<file path="config.mk">
export PLATFORM = sky130hd
export DESIGN_NAME = homing_sequencer
export DESIGN_NICKNAME = d
export VERILOG_FILES = /design/src/hdl/homing_pkg.sv /design/src/hdl/homing_sequencer.sv
export SDC_FILE = /design/constraint.sdc
export NUM_CORES = 1
export LEC_CHECK = 0
export ABC_AREA = 1
export BUFFER_PORTS_ARGS = -buffer_cell sky130_fd_sc_hd__buf_2
export CORE_UTILIZATION = 56
export CTS_BUF_LIST = sky130_fd_sc_hd__clkbuf_16
export DETAILED_ROUTE_END_ITERATION = 10
export GPL_ROUTABILITY_DRIVEN = 0
export GPL_TIMING_DRIVEN = 1
export HOLD_SLACK_MARGIN = 0.05
export PLACE_DENSITY_LB_ADDON = 0.2
export SLEW_MARGIN = 20
export SYNTH_ARGS = -nofsm -noshare
export SYNTH_HDL_FRONTEND = slang
export SYNTH_SLANG_ARGS = --single-unit
export TNS_END_PERCENT = 100
</file>
<file path="constraint.sdc">
create_clock -name clk -period 4.2 [get_ports clk]
set_clock_uncertainty 0.2 [all_clocks]
set_input_delay 0.21 -clock clk [delete_from_list [all_inputs] [get_ports clk]]
set_output_delay 0.21 -clock clk [all_outputs]
set_load 0.02 [all_outputs]
</file>
<file path="src/hdl/homing_pkg.sv">
// constants and types for the homing sequencer (methods 9 and 10)
// Function
// - method 9 case 3 starts at forward high speed, reverses at high speed on the forward limit before the origin, and goes forward low on the origin rising edge.
// - method 9 case 3 switches from forward low to reverse low on the origin falling edge.
// - method 9 case 3 halts on the first index pulse that follows the origin rising edge met in reverse low.
// - method 10 case 1 starts at forward high speed and drops to forward low on the origin rising edge.
// - method 10 case 1 keeps forward low speed through the origin falling edge.
// - method 10 case 1 stops on the first index pulse after the origin falling edge.
// - method 10 case 2 starts at forward low, keeps it past the origin falling edge and stops on the next index pulse.
// - method 10 case 3 starts at forward high, reverses at high speed on the forward limit before the origin, and goes forward low on the origin rising edge.
// - method 10 case 3 keeps forward low through the origin falling edge and halts on the first index pulse after it.
// - method 10 case 3 ends with all motion stopped once that index pulse has been seen.
package homing_pkg;
   // speed command codes on speed_sel
   localparam logic [2:0] SPD_STOP = 3'h0;
   localparam logic [2:0] SPD_FWD_HIGH = 3'h1;
   localparam logic [2:0] SPD_FWD_LOW = 3'h2;
   localparam logic [2:0] SPD_REV_HIGH = 3'h3;
   localparam logic [2:0] SPD_REV_LOW = 3'h4;
   // method codes on method_sel
   localparam logic [3:0] METHOD_9 = 4'h9;
   localparam logic [3:0] METHOD_10 = 4'hA;

   typedef enum logic [2:0] {
      ST_IDLE,
      ST_FWD_HIGH,
      ST_REV_HIGH,
      ST_FWD_LOW,
      ST_REV_LOW,
      ST_SEEK_INDEX,
      ST_DONE
   } state_e;
endpackage : homing_pkg

</file>
<file path="src/hdl/homing_sequencer.sv">
// homing sequencer for return-to-zero methods 9 and 10
`timescale 1ns/1ps
`default_nettype none
module homing_sequencer
(
   // clock and reset
   input wire logic clk,
   input wire logic sys_rst,
   // command
   input wire logic start,
   input wire logic [3:0] method_sel,
   // switches and encoder
   input wire logic origin_sw,
   input wire logic fwd_limit,
   input wire logic index_pulse,
   // motion command and status
   output logic [2:0] speed_sel,
   output logic busy,
   output logic done,
   output logic error
);
   // every register of the block lives in this struct, so the reset value and the
   // hold of each field are written once
   typedef struct packed {
      homing_pkg::state_e st;
      logic m10;
      logic org_d;
      logic [2:0] spd;
      logic done;
      logic err;
   } state_s;

   state_s cur_r;
   state_s cur_nxt;

   // origin switch edges against last cycle's sample
   logic org_rise;
   logic org_fall;
   // command decode, only looked at while idle or done
   logic start_ok;
   logic meth9_sel;
   logic meth10_sel;
   logic meth_bad;
   // one flag per sequencer state
   logic in_idle;
   logic in_fwd_high;
   logic in_rev_high;
   logic in_fwd_low;
   logic in_rev_low;
   logic in_seek;
   logic in_done;
   // events that move the sequence on
   logic turn_at_limit;
   logic slow_on_rise;
   logic arm_on_fall;
   logic turn_on_fall;
   logic arm_on_rise;
   logic stop_on_index;

   assign org_rise = origin_sw & ~cur_r.org_d;
   assign org_fall = ~origin_sw & cur_r.org_d;

   // start is refused while a sequence runs
   assign start_ok = start & (in_idle | in_done);
   assign meth9_sel = (method_sel == homing_pkg::METHOD_9);
   assign meth10_sel = (method_sel == homing_pkg::METHOD_10);
   assign meth_bad = ~meth9_sel & ~meth10_sel;

   assign in_idle = (cur_r.st == homing_pkg::ST_IDLE);
   assign in_fwd_high = (cur_r.st == homing_pkg::ST_FWD_HIGH);
   assign in_rev_high = (cur_r.st == homing_pkg::ST_REV_HIGH);
   assign in_fwd_low = (cur_r.st == homing_pkg::ST_FWD_LOW);
   assign in_rev_low = (cur_r.st == homing_pkg::ST_REV_LOW);
   assign in_seek = (cur_r.st == homing_pkg::ST_SEEK_INDEX);
   assign in_done = (cur_r.st == homing_pkg::ST_DONE);

   // a rising edge wins over the limit in the same cycle: the switch is already reached
   assign turn_at_limit = in_fwd_high & fwd_limit & ~org_rise;
   assign slow_on_rise = (in_fwd_high | in_rev_high) & org_rise;
   // method 10 keeps forward low past the fall, method 9 turns back
   assign arm_on_fall = in_fwd_low & org_fall & cur_r.m10;
   assign turn_on_fall = in_fwd_low & org_fall & ~cur_r.m10;
   // index pulses before the arming edge are ignored
   assign arm_on_rise = in_rev_low & org_rise;
   // a level index input stops the run on its first sampled high cycle
   assign stop_on_index = in_seek & index_pulse;

   // phase map, one row per case:
   //   method 9, limit met:  fwd high, limit, rev high, rise, fwd low, fall, rev low,
   //                         rise, index, stop
   //   method 10, no limit:  fwd high, rise, fwd low, fall, index, stop
   //   method 10, on origin: fwd low, fall, index, stop
   //   method 10, limit met: fwd high, limit, rev high, rise, fwd low, fall, index, stop
   // method 9 without a limit or from the origin falls out of the same states; it is a
   // side effect, not a goal
   // speeds are the five codes of the package, stop included

   always_comb
   begin
      cur_nxt = cur_r;
      cur_nxt.org_d = origin_sw;
      unique case (cur_r.st)
         homing_pkg::ST_IDLE, homing_pkg::ST_DONE:
         begin
            if (start_ok)
            begin
               cur_nxt.done = 1'b0;
               cur_nxt.err = 1'b0;
               cur_nxt.m10 = meth10_sel;
               if (meth_bad)
               begin
                  // no motion on an unknown code; error stands until the next start
                  cur_nxt.err = 1'b1;
                  cur_nxt.st = homing_pkg::ST_DONE;
                  cur_nxt.spd = homing_pkg::SPD_STOP;
               end
               else if (origin_sw)
               begin
                  // origin already active: deceleration point valid
                  cur_nxt.st = homing_pkg::ST_FWD_LOW;
                  cur_nxt.spd = homing_pkg::SPD_FWD_LOW;
               end
               else
               begin
                  // origin not yet seen: approach fast
                  cur_nxt.st = homing_pkg::ST_FWD_HIGH;
                  cur_nxt.spd = homing_pkg::SPD_FWD_HIGH;
               end
            end
         end

         homing_pkg::ST_FWD_HIGH:
         begin
            if (slow_on_rise)
            begin
               cur_nxt.st = homing_pkg::ST_FWD_LOW;
               cur_nxt.spd = homing_pkg::SPD_FWD_LOW;
            end
            else if (turn_at_limit)
            begin
               // limit before origin selects case 3
               cur_nxt.st = homing_pkg::ST_REV_HIGH;
               cur_nxt.spd = homing_pkg::SPD_REV_HIGH;
            end
         end

         homing_pkg::ST_REV_HIGH:
         begin
            // reversing past the switch gives its rising edge as we re-enter it
            if (slow_on_rise)
            begin
               cur_nxt.st = homing_pkg::ST_FWD_LOW;
               cur_nxt.spd = homing_pkg::SPD_FWD_LOW;
            end
         end

         homing_pkg::ST_FWD_LOW:
         begin
            if (arm_on_fall)
            begin
               // speed is left at forward low while the index is sought
               cur_nxt.st = homing_pkg::ST_SEEK_INDEX;
            end
            else if (turn_on_fall)
            begin
               cur_nxt.st = homing_pkg::ST_REV_LOW;
               cur_nxt.spd = homing_pkg::SPD_REV_LOW;
            end
         end

         homing_pkg::ST_REV_LOW:
         begin
            // back onto the switch gives a rising edge; index is armed from there
            if (arm_on_rise)
            begin
               cur_nxt.st = homing_pkg::ST_SEEK_INDEX;
            end
         end

         homing_pkg::ST_SEEK_INDEX:
         begin
            // first index after the arming edge ends the run
            if (stop_on_index)
            begin
               cur_nxt.st = homing_pkg::ST_DONE;
               cur_nxt.spd = homing_pkg::SPD_STOP;
               cur_nxt.done = 1'b1;
            end
         end

         default:
         begin
            // the unused eighth code can only come from an upset; park the motor
            cur_nxt.st = homing_pkg::ST_IDLE;
            cur_nxt.spd = homing_pkg::SPD_STOP;
         end
      endcase
      // reset last so that it overrides any transition in the same cycle
      if (sys_rst)
      begin
         cur_nxt.st = homing_pkg::ST_IDLE;
         cur_nxt.m10 = 1'b0;
         cur_nxt.org_d = 1'b0;
         cur_nxt.spd = homing_pkg::SPD_STOP;
         cur_nxt.done = 1'b0;
         cur_nxt.err = 1'b0;
      end
   end

   // the only clocked process; the synchronous reset is folded into cur_nxt
   always_ff @(posedge clk)
   begin
      cur_r <= cur_nxt;
   end

   // speed, done and error come straight from flip-flops; busy is decoded
   assign speed_sel = cur_r.spd;
   assign busy = ~in_idle & ~in_done;
   assign done = cur_r.done;
   assign error = cur_r.err;
endmodule : homing_sequencer
`default_nettype wire
</file>
Yosys cells after proc, flatten, opt, wreduce, memory -nomap -nowiden
Cells that the tools add are included.
Operators by class
  eq/ne operators: 16
  multiplexer cells: 22
  bitwise operators: 24
  reductions and logical operators: 7
Operators by type and width (count)
  2-to-1 mux 3 bit: 12
  case mux 3 bit (6 select lines): 2
  AND 1 bit: 13
  == test 3 bit (second input constant): 3
  inverter 1 bit: 9
  == test 4 bit (second input constant): 2
  2-to-1 mux 4 bit: 2
  != test 2 x 1 -> 1 bit (second input constant): 4
  AND reduction 7 bit: 1
  == test 3 x 2 -> 1 bit (second input constant): 2
  2-to-1 mux 2 bit: 3
  != test 3 x 1 -> 1 bit (second input constant): 2
  AND reduction 6 bit: 1
  2-to-1 mux 5 bit: 1
  != test 2 bit (second input constant): 2
  == test 3 x 1 -> 1 bit (second input constant): 1
  zero test 3 bit: 1
  AND reduction 3 bit: 1
  bitwise OR 1 bit: 2
  case mux 1 bit (2 select lines): 1
  AND reduction 2 bit: 1
  nonzero test 2 bit: 1
  OR reduction 2 bit: 1
  2-to-1 mux 1 bit: 1
Storage, ports and cells
  register bits: 10
  input bits: 10
  logic and storage cells: 75

Logic depth before layout (Yosys ltp)
Gate-level depths: netlist (run 1).
  depth in word-level cells: 7
  depth in mapped cells: 11
  gate-level depth less buffers: 10

Worst setup path before layout (run 1)
Ideal clock, no wire load.
  path type: flip-flop to flip-flop
  start: reg cur_r[7] (netlist name)
  end: reg cur_r, in the netlist speed_sel[1]
  data arrival time: 1.180 ns
  data required time: 3.934 ns
  slack: 2.754 ns
  stages on the path, launching flop included: 11
  path buffers: 1
  clock period less this slack: 1.446 ns
  path through: dfxtp_1 -> buf_6 -> inv_2 -> nand2_2 -> nand2_2 -> nand2_2 -> nor2_4 -> nand3_1 -> nand2_1 -> nand2_1 -> a21oi_2
On the way
  cells in the longest elaborated chain, start to end: 5
  elaborated cells on any way between the ends: 28
Ends and longest elaborated chain
  start: declaration: line homing_sequencer.sv:33  | state_s cur_r;
  start signal: assignment: line homing_sequencer.sv:213  | cur_r <= cur_nxt;
  == test 3 x 1 -> 1 bit, or another cell as far along: line homing_sequencer.sv:70, homing_sequencer.sv:102
  AND 1 bit, or another cell as far along: line homing_sequencer.sv:78  | assign turn_at_limit = in_fwd_high & fwd_limit & ~org_rise;
  AND 1 bit (on tied branches)
  != test 3 x 1 -> 1 bit (no line), or another cell as far along
  AND reduction 7 bit (no line) / case mux 3 bit (6 select lines) (equally long branches)
Several ways; a longest one is shown, not always the timed one.
A chain may end at the register's enable or synchronous reset.

Final worst setup path (run 1)
  start: in origin_sw
  end: reg cur_r, in the netlist speed_sel[2]
On the way
  cells in the longest elaborated chain, start to end: 6
  elaborated cells on any way between the ends: 16
Ends and longest elaborated chain
  start: declaration: line homing_sequencer.sv:13  | input wire logic origin_sw,
  inverter 1 bit: line homing_sequencer.sv:61  | assign org_fall = ~origin_sw & cur_r.org_d;
  AND 1 bit: line homing_sequencer.sv:61
  AND 1 bit: line homing_sequencer.sv:81, homing_sequencer.sv:82
  AND 1 bit (on tied branches): line homing_sequencer.sv:82, homing_sequencer.sv:81
  != test 2 x 1 -> 1 bit (no line) / != test 2 bit (equally long branches)
  AND reduction 7 bit (no line)
Several ways; a longest one is shown, not always the timed one.

==> results of run 1 <==
[metal layers]
| layer | track usage | up-vias | wire, um |
|---|---|---|---|
| met5 | 0 | - | 0 |
| met4 | 0.1034 | 0 | 23 |
| met3 | 0.05202 | 4 | 81 |
| met2 | 0.4500 | 24 | 774 |
| met1 | 0.3299 | 338 | 765 |
| li1 | - | 407 | - |
[state kept, by name (all words and copies together) (netlist names)]
signal,count
done,1
speed_sel,3
error,1
cur_r,5
[worst max path at each step]
stage | end | depth (start not counted)
global route | speed_sel[0]$_SDFFE_PP0P_ | 9
finish | speed_sel[2]$_SDFFE_PP0P_ | 9
global placement | speed_sel[1]$_SDFFE_PP0P_ | 8
CTS | speed_sel[0]$_SDFFE_PP0P_ | 9
detailed placement | speed_sel[2]$_SDFFE_PP0P_ | 9
floorplan | speed_sel[1]$_SDFFE_PP0P_ | 10
[cell type report]
cell class,instances,area (sq um)
multi-input combinational,87,442.9
fill,117,377.9
sequential,10,200.2
timing repair buffer,17,95.09
clock buffer,3,75.07
inverter,19,71.32
tap,15,18.77
clock inverter,1,3.754
[cell families (layout without fill, tap and decap cells)]
kind of cell | after synthesis | count (layout) | synth area share
compound gates | 17 | 17 | 0.1315
simple gates | 70 | 70 | 0.4432
flops | 10 | 10 | 0.2597
buf+inv | 25 | 40 | 0.1656
[cells in the mapped netlist]
master and number:
a21oi_1 7, a21oi_2 2, buf_4 3, buf_6 3, dfxtp_1 10, inv_1 16
inv_2 3, nand2_1 33, nand2_2 6, nand3_1 8, nand3_2 3, nand4_1 1
nor2_1 10, nor2_2 7, nor2_4 2, o21ai_0 4, o21ai_1 1, o21ai_2 1
o21bai_1 2
[critical path, stage by stage]
cell           delay [ns]
dlygate4sd3_1        0.52
buf_2                0.14
nand2_1              0.15
nand2_1              0.18
inv_1                0.07
nor2_1               0.16
nand2_2              0.08
nor2_1               0.09
nor2_1               0.05
[power by group through the flow]
stage               registers [mW]  clock network (mW)  logic (mW)
finish                       0.175               0.171       0.390
detailed placement           0.176                   0       0.385
CTS                          0.175               0.171       0.390
global placement             0.175                   0       0.378
global route                 0.181               0.177       0.435
floorplan                    0.152                   0       0.357
[timing repair]
action,4_1_cts,5_1_grt
setup endpoints to repair,0,0
hold endpoints to repair,2,0
hold buffers,2,0
==> results.py, run 1 <==
metrics = {
    "worst_hold_path": {
        "hp-class": "primary input to register",
        "min_to": "cur_r[6]$_SDFFE_PP0P_",
        "holdPathStages": 4,
        "hp-start": "method_sel[2]",
    },
    "logic_synthesis": {
        "ys_seq_elements": 10,
        "ys_seq_area_frac": 0.2597,
        "syn_avg_cell_area_sq_um": 6.318,
        "synthDistinctLibCells": 19,
        "synthTopCellsByArea": "dfxtp_1, nand2_1, inv_1",
        "synthesis.nets": 132,
        "yosysWarnings": 0,
        "yosys.area.top_type": "dfxtp_1",
        "syn_area_sq_um": 770.7,
        "synth_top_area_frac": 0.2597,
        "syn_inst": 122,
    },
    "critical_path": {
        "end_kind": "register",
        "path_class": "primary input to register",
        "r2r_start": "cur_r[7]$_SDFFE_PP0P_",
        "rr_worst_depth": 9,
        "cp.arrival_ns": 1.67,
        "cp_max_fo": 5,
        "r2r_end": "speed_sel[2]$_SDFFE_PP0P_",
        "crit_required_ns": 4.13,
        "cp-start-kind": "primary input",
        "rrSetupSlack_ns": 2.49,
        "cp-startpoint": "origin_sw",
    },
    "final_layout": {
        "design_area_sq_um": 907.1,
        "layout_commonest_cell": "nand2_1",
        "final_util": 0.7059,
        "stdcell_count": 152,
        "drive_gt1_frac": 0.3066,
        "most-common-layout-cells": "nand2_1, inv_1, buf_2",
        "layout.nets": 148,
        "syn_to_final_growth_pct": 17.69,
        "diodes": 0,
    },
    "floorplan": {
        "chipWidth_um": 39.10,
        "dieHeight_um": 39.10,
        "io_pins": 16,
        "core_area_sq_um": 1285,
        "rows": 13,
        "start_util": 0.5998,
        "dieArea_sq_um": 1529,
    },
    "timing": {
        "hold_viol": 0,
        "tns_ns": 0,
        "timing.final.ws_setup_ns": 2.456,
        "fin_crit_ns": 1.744,
        "whs_ns": 0.05660,
        "rsz0062_at_grt": "no",
        "setup_viol": 0,
        "slew_headroom": 0.7277,
        "fin_crit_sh": 0.4152,
        "max_freq_mhz": 573.4,
        "tightest_slew_ns": 0.4080,
        "slew_violations": 0,
    },
    "power": {
        "total_power_mw": 0.7364,
        "p_seq_frac": 0.238,
        "vdd_drop_max_v": 0.0003561,
        "p_clk_frac": 0.232,
        "power_leakage_nw": 0.4763,
        "swShare": 0.4703,
        "power_per_cell_area_nw_per_um2": 811.8,
        "p_int_mw": 0.3901,
        "p_comb_frac": 0.530,
        "p_sw_mw": 0.3463,
    },
    "route": {
        "drt_wl_total_um": 1644,
        "drc_errors": 0,
        "ant_nets": 0,
        "via_per_inst": 5.086,
        "wl_per_cell_um": 10.82,
        "dr.pass1.iters": 5,
        "num_vias": 773,
        "drt_iter0_markers": 30,
    },
    "place": {
        "dp_slack_ns": 2.523,
        "dp_hpwl_um": 1279,
        "place_inst": 146,
        "placed_area_sq_um": 808.3,
        "port_buffers": 15,
    },
    "clock_network": {
        "postCtsSetupRepairBufs": 0,
        "cts_tree": "built",
        "clk_path_buf_depth": 2,
        "cts_resized": 0,
        "clk_pin_slew_ns": 0.04,
        "cts_root_buf": "clkbuf_16",
        "cts.sinks": 10,
        "htreeDepth": 1,
        "cts_made_buffers": 3,
        "insertion_delay_ns": 0.24,
    },
    "outcome": {
        "status": "complete, no violations",
    },
    "global_route": {
        "antenna_found_initial": 0,
        "grt_max_degree": 11,
        "overflow": 0,
        "track_usage": 0.2679,
        "grt_pass1_vias": 678,
        "grt_pass1_wl_um": 2739,
    },
    "run": {
        "max-cap-violations": 0,
    },
}
Note: power is estimated with default switching activity, not from simulation.
==> inputs of run 2 (changes only) <==
- ABC_AREA: 1 -> 0
- CORE_UTILIZATION: 56 -> 51
- clock period: 4.2 -> 1.7 ns (I/O delays scaled with it)
==> results.py, run 2 <==
metrics = {
    "global_route": {
        "track_usage": 0.3159,
        "grt_pass1_wl_um": 3236,
        "grt_pass1_vias": 756,
        "overflow": 0,
        "antenna_found_initial": 0,
        "grt_max_degree": 14,
    },
    "clock_network": {
        "clk_pin_slew_ns": 0.04,
        "cts_root_buf": "clkbuf_16",
        "cts_made_buffers": 3,
        "cts.sinks": 10,
        "htreeDepth": 1,
        "clk_path_buf_depth": 2,
        "cts_tree": "built",
        "insertion_delay_ns": 0.23,
    },
    "timing": {
        "slew_headroom": 0.6912,
        "fin_crit_ns": 1.804,
        "fin_crit_sh": 1.061,
        "hold_viol": 0,
        "rsz0062_at_grt": "yes",
        "tightest_slew_ns": 0.4574,
        "setup_viol": 5,
        "timing.final.ws_setup_ns": -0.1041,
        "slew_violations": 0,
        "max_freq_mhz": 554.3,
    },
    "logic_synthesis": {
        "synthDistinctLibCells": 36,
        "yosysWarnings": 0,
        "synthTopCellsByArea": "dfxtp_1, a21oi_1, nor2_1",
        "synthesis.nets": 104,
        "synth_edf_count": 0,
        "syn_inst": 94,
        "ys_seq_elements": 10,
        "ys.flop_type": "dfxtp_1",
        "syn_area_sq_um": 734.5,
        "ys_seq_area_frac": 0.2726,
        "synth.most_common_cell": "dfxtp_1",
        "syn_avg_cell_area_sq_um": 7.813,
        "yosys.area.top_type": "dfxtp_1",
        "synth_common_cells": "dfxtp_1, a21oi_1, nor2_1",
        "async_flop_share": 0,
        "synth_top_area_frac": 0.2726,
    },
    "final_layout": {
        "layout_commonest_cell": "buf_2",
        "most-common-layout-cells": "buf_2, buf_4, a21oi_1, nor2_1, dfxtp_1",
        "syn_to_final_growth_pct": 40.03,
        "fillers": 94,
        "regMostFlops": "cur_r",
        "diodes": 0,
        "layout.nets": 134,
        "multi_input_area_sq_um": 486.7,
        "final_util": 0.7806,
        "design_area_sq_um": 1028,
        "largest_reg_flops": 5,
        "stdcell_count": 137,
        "regArea_sq_um": 202.7,
        "drive_gt1_frac": 0.3115,
    },
    "floorplan": {
        "core_area_sq_um": 1318,
        "dieHeight_um": 39.95,
        "rows": 13,
        "chipWidth_um": 39.95,
        "dieArea_sq_um": 1596,
        "start_util": 0.5575,
        "io_pins": 16,
    },
    "power": {
        "vdd_drop_max_v": 0.001104,
        "power_leakage_nw": 0.4304,
        "total_power_mw": 1.850,
        "power_per_cell_area_nw_per_um2": 1798,
    },
    "outcome": {
        "violations": "negative setup slack",
        "status": "complete, but fails checks",
    },
    "run": {
        "max-cap-violations": 0,
    },
    "route": {
        "num_vias": 877,
        "dr.pass1.iters": 4,
        "drt_iter0_markers": 49,
        "drt_wl_total_um": 2222,
        "drc_errors": 0,
        "via_per_inst": 6.401,
        "ant_nets": 0,
        "wl_per_cell_um": 16.22,
    },
    "critical_path": {
        "end_kind": "register",
        "crit_buf_inv": 0,
        "cp_top_family": "simple AND/OR/NAND/NOR gates",
        "cp.arrival_ns": 1.72,
        "path_class": "register to register",
        "cp_max_fo": 3,
        "crit_required_ns": 1.62,
        "cpMaxStageDelayCell": "or3b_1",
        "slowest_delay_ns": 0.35,
        "cp-start-kind": "register",
        "crit_chain": "or3b_1 -> a211o_1 -> and3_4 -> mux2_4",
    },
    "place": {
        "dp_slack_ns": -0.04317,
        "place_inst": 127,
        "port_buffers": 15,
        "dp_hpwl_um": 1361,
        "placed_area_sq_um": 868.3,
    },
    "worst_hold_path": {
        "hp-class": "primary input to register",
    },
}
run 2: changes by cell type in the layout (fill, tap and decap cells not counted), moves of 6 or more:
cell	before	now
nand2_2	6	0
inv_1	16	5
nand3_1	8	1
nand2_1	33	7
buf_4	0	12
nor2_2	7	0
run 2: final timing paths:
kind                                                 from                        end  slack (ns)  cells after the start
worst max-delay path                cur_r[7]$_SDFFE_PP0P_  speed_sel[2]$_SDFFE_PP0P_       -0.10                      4
worst min register to register  speed_sel[1]$_SDFFE_PP0P_  speed_sel[1]$_SDFFE_PP0P_        0.25                      2
worst min-delay path                        method_sel[1]      cur_r[6]$_SDFFE_PP0P_        0.12                      4
worst max register to register      cur_r[7]$_SDFFE_PP0P_  speed_sel[2]$_SDFFE_PP0P_       -0.10                      4
run 2: cell type report:
| cell class | instances | area share |
|---|---|---|
| multi-input combinational | 71 | 0.4732 |
| sequential | 10 | 0.1971 |
| clock buffer | 3 | 0.07299 |
| inverter | 5 | 0.01825 |
| tap | 15 | 0.01825 |
| timing repair buffer | 33 | 0.2202 |
run 2: kinds of logic (layout without fill, tap and decap cells):
kind of cell	count (synthesis)	after routing	synth area share
and+or+nand+nor	36	36	0.2845
DFF	10	10	0.2726
muxes	3	3	0.04770
xor gates and xnor gates	2	2	0.02385
buffers and inverters	13	41	0.08688
AOI/OAI and AO/OA	30	30	0.2845
run 2: through the flow:
stage | TNS (ns) | hold slack [ns]
global route | -0.4635 | 0.1392
detailed placement | -0.08083 | 0.1969
finish | -0.2849 | 0.1205
global placement | -0.02623 | 0.1883
floorplan | -0.05215 | 0.07250
CTS | -0.1149 | 0.1168
run 2: worst register-to-register path, delay by kind of cell, from the launching register on:
kind | cells | cell delay (ns)
AND/OR/NAND/NOR | 2 | 0.53
AO/OA/AOI/OAI | 1 | 0.35
multiplexers | 1 | 0.29
flip-flops | 1 | 0.32
run 2: power breakdown:
part / total (mW) / internal (mW) / switching, mW / leakage, nW
clock: 0.405 / 0.304 / 0.101 / 0.0370
sequential: 0.349 / 0.306 / 0.0426 / 0.0828
combinational: 1.10 / 0.507 / 0.588 / 0.311
total: 1.85 / 1.12 / 0.732 / 0.430
run 2: repair_timing:
item	4_1_cts	5_1_grt
setup endpoints to repair	3	7
resized for setup	2	4
hold endpoints to repair	5	0
setup buffers	0	2
pin swaps	0	3
hold buffers	5	0
run 2: per-layer routing:
layer  vias to the layer above  share of wire  GRT usage
met4                         0          0.044     0.1552
met3                        17          0.085     0.1111
li1                        408              -          -
met1                       396           0.42     0.3618
met2                        56           0.45     0.5161
met5                         -              0          0
